==> src/rtl/ppdc_cfg.svh <==
// Constants for the charge pump, oscillator and alignment DAC decoder.
// Assumes a 160-bit control word held as five 32-bit bus words.
`ifndef PPDC_CFG_SVH
`define PPDC_CFG_SVH

// ------------------------------------------------------------
// Register map, byte offsets and word indexes
// ------------------------------------------------------------
`define PPDC_OFF_WORD0      8'h00
`define PPDC_OFF_CTRL       8'h14
`define PPDC_OFF_STATUS     8'h18
`define PPDC_NUM_WORDS      5
`define PPDC_IDX_CTRL       6'h05
`define PPDC_IDX_STATUS     6'h06
`define PPDC_CTRL_LOAD      0
`define PPDC_STAT_PUMP_HIGH 0
`define PPDC_STAT_CHANGE    1
`define PPDC_STAT_LOADED    2
`define PPDC_WORD_RESET     160'h0

// ------------------------------------------------------------
// Control word bit positions
// ------------------------------------------------------------
`define PPDC_B_DLY_SEL      18
`define PPDC_B_DLY1_LO      20
`define PPDC_B_DLY2_LO      22
`define PPDC_B_OFS_A_LO     24
`define PPDC_B_NO_SHIFT     32
`define PPDC_B_GAIN_A_LO    38
`define PPDC_B_OFS_B_LO     52
`define PPDC_B_WIRE         60
`define PPDC_B_IMPULSE      61
`define PPDC_B_HIGH_2MA     62
`define PPDC_B_LOW_100UA    63
`define PPDC_B_OSC_BUF      64
`define PPDC_B_OSC_ON       65
`define PPDC_B_GAIN_B_LO    66
`define PPDC_B_NO_FRAC      144

`endif

==> src/rtl/ppdc_pkg.sv <==
// Types for the charge pump, oscillator and alignment DAC decoder.
// Assumes ppdc_cfg.svh is on the include path.
package ppdc_pkg;

  // ------------------------------------------------------------
  // Decoded analog settings
  // ------------------------------------------------------------
  typedef struct packed {
    logic       wire_spur_switch;
    logic       impulse_spur_correction;
    logic       high_pump_2ma;
    logic       low_pump_100ua;
    logic       high_pump_delay_select;
    logic [1:0] high_pump_delay;
    logic       high_pump_enabled;
    logic       osc_on;
    logic       osc_buffer_out;
    logic       osc_buffer_in;
    logic       am_loop_filter_ext;
    logic [7:0] align_dac_a_gain;
    logic [6:0] align_dac_a_offset;
    logic [7:0] align_dac_b_gain;
    logic [6:0] align_dac_b_offset;
  } ppdc_cfg_s;

  typedef logic [159:0] ppdc_word_t;

endpackage

==> src/rtl/ppdc_top.sv <==
// Control word staging and decoding for pump, oscillator and alignment DACs.
// Assumes a classic Wishbone master and a frequency change level from the PLL.
//
// Behaviour
// - Spur suppression switches act only with fractional and direct shift both active.
// - Bit 60 set enables wire spur switch, cleared disables it.
// - Bit 61 set enables impulse correction pump, cleared disables it.
// - High current pump during frequency change, low current pump afterwards.
// - Selected delay bits both zero: high pump never on, low pump only.
// - Bit 62 picks high pump 1 mA when 0, 2 mA when 1.
// - Bit 63 picks low pump 50 uA when 0, 100 uA when 1.
// - Bit 65 zero: oscillator off, buffer input, AM filter pin external.
// - Bit 65 one: oscillator on, bit 64 picks buffer off or output.
// - First DAC gain is bits 38 to 45, LSB at 38.
// - Second DAC gain is bits 66 to 73, LSB at 66.
// - Gain code is monotonic unsigned over 255 steps.
// - First DAC offset is bits 24 to 30, LSB at 24.
// - Second DAC offset is bits 52 to 58, LSB at 52.
// - Offset code is unsigned over 127 steps, 64 near zero.
// - Fractional active when bit 144 zero, shift active when bit 32 zero.
// - Bit 18 picks first delay register at 0, second at 1.
//
// Our own choices: the placing of the registers and the Wishbone interface to the registers.
`timescale 1ns/100ps
`include "ppdc_cfg.svh"

module ppdc_top #(
  parameter int ADDR_W = 8
) (
  input  wire logic              CLOCK,
  input  wire logic              RST_N,
  input  wire logic              WB_CYC_I,
  input  wire logic              WB_STB_I,
  input  wire logic              WB_WE_I,
  input  wire logic [ADDR_W-1:0] WB_ADR_I,
  input  wire logic [3:0]        WB_SEL_I,
  input  wire logic [31:0]       WB_DAT_I,
  output      logic [31:0]       WB_DAT_O,
  output      logic              WB_ACK_O,
  input  wire logic              FREQ_CHANGE,
  output      ppdc_pkg::ppdc_cfg_s SETTINGS,
  output      logic              PUMP_HIGH,
  output      logic              PUMP_LOW
);
  import ppdc_pkg::*;

  // ------------------------------------------------------------
  // Decode of the control word
  // ------------------------------------------------------------
  function automatic ppdc_cfg_s decode(input ppdc_word_t w);
    ppdc_cfg_s c;
    logic      spur_ok;
    c       = '0;
    spur_ok = !w[`PPDC_B_NO_FRAC] && !w[`PPDC_B_NO_SHIFT];
    c.wire_spur_switch        = spur_ok && w[`PPDC_B_WIRE];
    c.impulse_spur_correction = spur_ok && w[`PPDC_B_IMPULSE];
    c.high_pump_2ma           = w[`PPDC_B_HIGH_2MA];
    c.low_pump_100ua          = w[`PPDC_B_LOW_100UA];
    c.high_pump_delay_select  = w[`PPDC_B_DLY_SEL];
    c.high_pump_delay         = w[`PPDC_B_DLY_SEL] ? w[`PPDC_B_DLY2_LO +: 2]
                                                   : w[`PPDC_B_DLY1_LO +: 2];
    c.high_pump_enabled       = |c.high_pump_delay;
    c.osc_on                  = w[`PPDC_B_OSC_ON];
    c.osc_buffer_in           = !w[`PPDC_B_OSC_ON];
    c.am_loop_filter_ext      = !w[`PPDC_B_OSC_ON];
    c.osc_buffer_out          = w[`PPDC_B_OSC_ON] && w[`PPDC_B_OSC_BUF];
    c.align_dac_a_gain        = w[`PPDC_B_GAIN_A_LO +: 8];
    c.align_dac_b_gain        = w[`PPDC_B_GAIN_B_LO +: 8];
    c.align_dac_a_offset      = w[`PPDC_B_OFS_A_LO +: 7];
    c.align_dac_b_offset      = w[`PPDC_B_OFS_B_LO +: 7];
    return c;
  endfunction

  // ------------------------------------------------------------
  // Bus decode
  // ------------------------------------------------------------
  ppdc_word_t  stage;
  logic        loaded;
  logic        change_seen;
  wire  [5:0]  idx       = 6'(WB_ADR_I[ADDR_W-1:2]);
  wire         req       = WB_CYC_I && WB_STB_I;
  wire         wr_take   = req && WB_WE_I && WB_ACK_O;
  wire         hit_word  = idx < 6'(`PPDC_NUM_WORDS);
  wire         load      = wr_take && idx == `PPDC_IDX_CTRL
                           && WB_SEL_I[0] && WB_DAT_I[`PPDC_CTRL_LOAD];
  wire  [31:0] word_rd   = hit_word ? stage[idx[2:0]*32 +: 32] : 32'h0;
  wire  [31:0] status_rd = {29'h0, loaded, change_seen, PUMP_HIGH};
  wire  [31:0] rd_mux    = hit_word ? word_rd
                         : (idx == `PPDC_IDX_STATUS) ? status_rd : 32'h0;
  wire         next_pump = FREQ_CHANGE && SETTINGS.high_pump_enabled;

  // ------------------------------------------------------------
  // Bus answer, one wait cycle
  // ------------------------------------------------------------
  always_ff @(posedge CLOCK) begin
    if (!RST_N) begin
      WB_ACK_O <= 1'b0;
      WB_DAT_O <= 32'h0;
    end else begin
      WB_ACK_O <= req && !WB_ACK_O;
      WB_DAT_O <= rd_mux;
    end
  end

  // ------------------------------------------------------------
  // Staging word, byte writes
  // ------------------------------------------------------------
  genvar gb;
  generate
    for (gb = 0; gb < `PPDC_NUM_WORDS * 4; gb++) begin : g_byte
      always_ff @(posedge CLOCK) begin
        if (!RST_N) begin
          stage[gb*8 +: 8] <= 8'h0;
        end else if (wr_take && hit_word && idx == 6'(gb / 4) && WB_SEL_I[gb % 4]) begin
          stage[gb*8 +: 8] <= WB_DAT_I[(gb % 4)*8 +: 8];
        end
      end
    end
  endgenerate

  // ------------------------------------------------------------
  // Take over of a whole word
  // ------------------------------------------------------------
  always_ff @(posedge CLOCK) begin
    if (!RST_N) begin
      SETTINGS <= decode(`PPDC_WORD_RESET);
      loaded   <= 1'b0;
    end else if (load) begin
      SETTINGS <= decode(stage);
      loaded   <= 1'b1;
    end
  end

  // ------------------------------------------------------------
  // Charge pump selection
  // ------------------------------------------------------------
  always_ff @(posedge CLOCK) begin
    if (!RST_N) begin
      PUMP_HIGH   <= 1'b0;
      PUMP_LOW    <= 1'b1;
      change_seen <= 1'b0;
    end else begin
      PUMP_HIGH   <= next_pump;
      PUMP_LOW    <= !next_pump;
      change_seen <= FREQ_CHANGE;
    end
  end
endmodule

==> config.mk <==
export PLATFORM = sky130hd
export DESIGN_NAME = ppdc_top
export DESIGN_NICKNAME = d
export VERILOG_FILES = /design/src/rtl/ppdc_pkg.sv /design/src/rtl/ppdc_top.sv
export VERILOG_INCLUDE_DIRS = /design/src /design/src/rtl
export SDC_FILE = /design/constraint.sdc
export NUM_CORES = 1
export LEC_CHECK = 0
export ABC_AREA = 0
export ABC_CLOCK_PERIOD_IN_PS = 2600
export BUFFER_PORTS_ARGS = -buffer_cell sky130_fd_sc_hd__buf_4
export CORE_AREA = 2 2 133 135
export CTS_CLUSTER_DIAMETER = 80
export DETAILED_ROUTE_END_ITERATION = 8
export DIE_AREA = 0 0 135 137
export PLACE_DENSITY = 0.77
export SYNTH_ARGS = -nofsm -noshare
export SYNTH_HDL_FRONTEND = slang
export SYNTH_SLANG_ARGS = --single-unit
export TNS_END_PERCENT = 100
==> constraint.sdc <==
create_clock -name CLOCK -period 2.6 [get_ports CLOCK]
set_clock_uncertainty 0.1 [all_clocks]
set_input_delay 0.52 -clock CLOCK [delete_from_list [all_inputs] [get_ports CLOCK]]
set_output_delay 0.52 -clock CLOCK [all_outputs]
set_load 0.03 [all_outputs]
==> flow_metrics.env <==
export IMPL_outcome="finished, final reports clean"
export IMPL_antenna_found_initial=0
export IMPL_worstHoldPathType="in -> reg"
export IMPL_leakage_uw=0.00487
export IMPL_drive_above_1_share_pct=24.0
export IMPL_seq_area_frac_synth_pct=49.5
export IMPL_max_vdd_ir_drop_uv=404
export IMPL_async_flop_share_pct=0
export IMPL_finalHoldViolCount=0
export IMPL_nets=1055
export IMPL_finalCritPeriodShare_pct=79.0
export IMPL_io_buffers=124
export IMPL_cp_max_fo=12
export IMPL_slew_headroom_pct=59.5
export IMPL_cts_setup_buffers=0
export IMPL_pin_count=127
export IMPL_hold_slack_ps=216
export IMPL_start_kind="register"
export IMPL_power_density_mw_per_mm2=620
export IMPL_reg2reg_to="stage[66]$_SDFFE_PN0P_"
export IMPL_grt_total_usage_pct=22.7
export IMPL_synth_area_mm2=0.00963
export IMPL_setup_violations=0
export IMPL_ctsResizeCount=0
export IMPL_drt_initial_drc_count=328
export IMPL_drv_slew=0
export IMPL_cts_sinks=238
export IMPL_end_kind="register"
export IMPL_grt_max_degree=58
export IMPL_design_core_area_mm2=0.0171
export IMPL_drc=0
export IMPL_globalplace_congestion=0.755
export IMPL_p_int_uw=5650
export IMPL_synth_ff_type="dfxtp_1"
export IMPL_netlist_instances=882
export IMPL_fin_setup_tns_ps=0
export IMPL_rr_worst_depth=3
export IMPL_drv_cap=0
export IMPL_hold_depth=2
export IMPL_synth_edf_count=0
export IMPL_detailed_place_hpwl_mm=13.8
export IMPL_ys_ff_latch=238
export IMPL_rsz0062_at_grt="false"
export IMPL_yosys_area_top_type="dfxtp_1"
export IMPL_start_util_pct=56.5
export IMPL_cts_htree_levels=1
export IMPL_die_h_um=137
export IMPL_syn_area_per_cell_um2=10.9
export IMPL_yosysUniqueCellTypes=34
export IMPL_detail_route_wl_per_cell_um=16.9
export IMPL_cp_required_ps=2920
export IMPL_cts_buffers=23
export IMPL_combPwrFrac_pct=4.2
export IMPL_die_area_mm2=0.0185
export IMPL_viasPerCell=5.36
export IMPL_cts_tree="done"
export IMPL_switching_share_pct=21.4
export IMPL_synth_fp_nets=932
export IMPL_dr_pass1_iters=5
export IMPL_worst_r2r_startpoint="WB_ACK_O$_SDFF_PN0_"
export IMPL_synth_top_cell_area_share_pct=49.5
export IMPL_root_buffer="clkbuf_16"
export IMPL_clock_latency_ps=500
export IMPL_fillerInstances=1379
export IMPL_routed_wl_mm=21.0
export IMPL_antenna_cells=0
export IMPL_p_seq_share_pct=50.7
export IMPL_period_needed_ps=2050
export IMPL_reg2reg_slack_ps=550
export IMPL_ant_nets=0
export IMPL_yosysWarningCount=0
export IMPL_critPathArrivalTime_ps=2380
export IMPL_die_w_um=135
export IMPL_worst_pin_slew_ps=607
export IMPL_min_to="WB_ACK_O$_SDFF_PN0_"
export IMPL_first_global_vias=6657
export IMPL_rows=48
export IMPL_min_delay_start="WB_STB_I"
export IMPL_switchingPower_uw=1540
export IMPL_grt_pass1_wl_mm=33.6
export IMPL_power_clock_fraction_pct=45.0
export IMPL_syn2layout_area_growth_pct=20.5
export IMPL_fmax_ghz=0.487
export IMPL_setup_worst_path_class="reg -> reg"
export IMPL_grt_overflow=0
export IMPL_clock_path_buffers=3
export IMPL_synthTopCellsByArea="dfxtp_1 49%, mux2i_1 24%, nand2_1 9.2%"
export IMPL_holdBufCountCts=0
export IMPL_clk_pin_slew_ps=60
export IMPL_vias=6663
-- state kept, by name (all words and copies together), names as in the netlist --
signal and count:
WB_ACK_O 1, loaded 1, PUMP_HIGH 1, WB_DAT_O 32
stage 160, change_seen 1, PUMP_LOW 1, SETTINGS 41
-- Yosys cell counts (2+ instances only) --
master    count
nand3_1       8
and4_1        5
dfxtp_1     238
o21ai_0       2
buf_1         5
nor3_4        8
mux4_2       32
nor2_1       30
o21ai_1       2
buf_6         2
nand4_1       3
buf_2        11
clkbuf_1     33
buf_4         5
nand3b_1      4
mux2_2        2
nand4_2       9
and4b_1       2
nand2_1     235
mux2i_1     232
-- through the flow --
step / worst slack, ps / cell area, um2 / total power, uW / std cells / utilization [%]
after global placement: 269 / 10900 / 4040 / 1205 / 63.8
after detailed placement: 207 / 10900 / 4040 / 1205 / 63.8
after global routing: 445 / 11600 / 7390 / 1243 / 68.0
after floorplan: 486 / 9630 / 3910 / 882 / -
after CTS: 553 / 11600 / 7240 / 1243 / 68.0
final: 546 / 11600 / 7190 / 1243 / 68.0
-- cells by family after synthesis --
group | count (synthesis) | share of synthesized area [%]
buffers and inverters | 57 | 2.72
AND/OR/NAND/NOR | 314 | 15.5
flip-flops | 238 | 49.5
AO/OA/AOI/OAI | 6 | 0.377
multiplexers | 267 | 31.9
-- layout make-up --
type,count,area [um2],area share [%]
Tap cell,225,282,2.43
Multi-Input combinational cell,587,4610,39.7
Clock inverter,4,47.5,0.410
Inverter,1,3.75,0.0324
Timing Repair Buffer,154,1220,10.5
Clock buffer,34,677,5.83
Sequential cell,238,4760,41.1
-- routing by layer --
| metal | up-vias | share of wire, % | global-route usage (%) |
|---|---|---|---|
| met4 | 0 | 1.6 | 6.19 |
| met1 | 3213 | 44 | 29.8 |
| met3 | 25 | 5.2 | 3.89 |
| met2 | 136 | 49 | 38.9 |
| li1 | 3289 | - | - |
| met5 | - | 0 | 0 |
-- cells in the final DEF (no fill, tap or decap), types with 5 or more instances in the layout --
master     netlist  layout
buf_4            5     148
mux2i_1        232     232
clkbuf_1        33       5
nor2_1          30      30
buf_12           0       5
nor3_4           8       8
nand4_2          9       9
clkbuf_8         0       6
mux4_2          32      32
and4_1           5       5
nand3_1          8       8
clkbuf_16        0      23
nand2_1        235     235
dfxtp_1        238     238
-- power by group through the flow --
stage                     clock network [uW]  logic, uW  registers, uW
after global routing                    3410        329           3650
after global placement                     0        307           3730
final                                   3240        305           3650
after CTS                               3280        307           3650
after floorplan                            0        176           3730
after detailed placement                   0        306           3730
-- critical path: stages (launching register included) --
cell     delay, ps
dfxtp_1        380
and4_1         550
and4_1         690
mux2i_1        250
-- how the worst max path moves through the flow --
stage	start	end	slack [ps]	depth (start not counted)
floorplan	WB_ADR_I[4]	stage[100]$_SDFFE_PN0P_	490	5
global placement	WB_ADR_I[4]	stage[70]$_SDFFE_PN0P_	270	4
detailed placement	WB_ADR_I[4]	stage[68]$_SDFFE_PN0P_	210	4
CTS	WB_ACK_O$_SDFF_PN0_	stage[68]$_SDFFE_PN0P_	550	3
global route	WB_ACK_O$_SDFF_PN0_	stage[66]$_SDFFE_PN0P_	440	3
finish	WB_ACK_O$_SDFF_PN0_	stage[66]$_SDFFE_PN0P_	550	3
(Power assumes the default switching activity.)
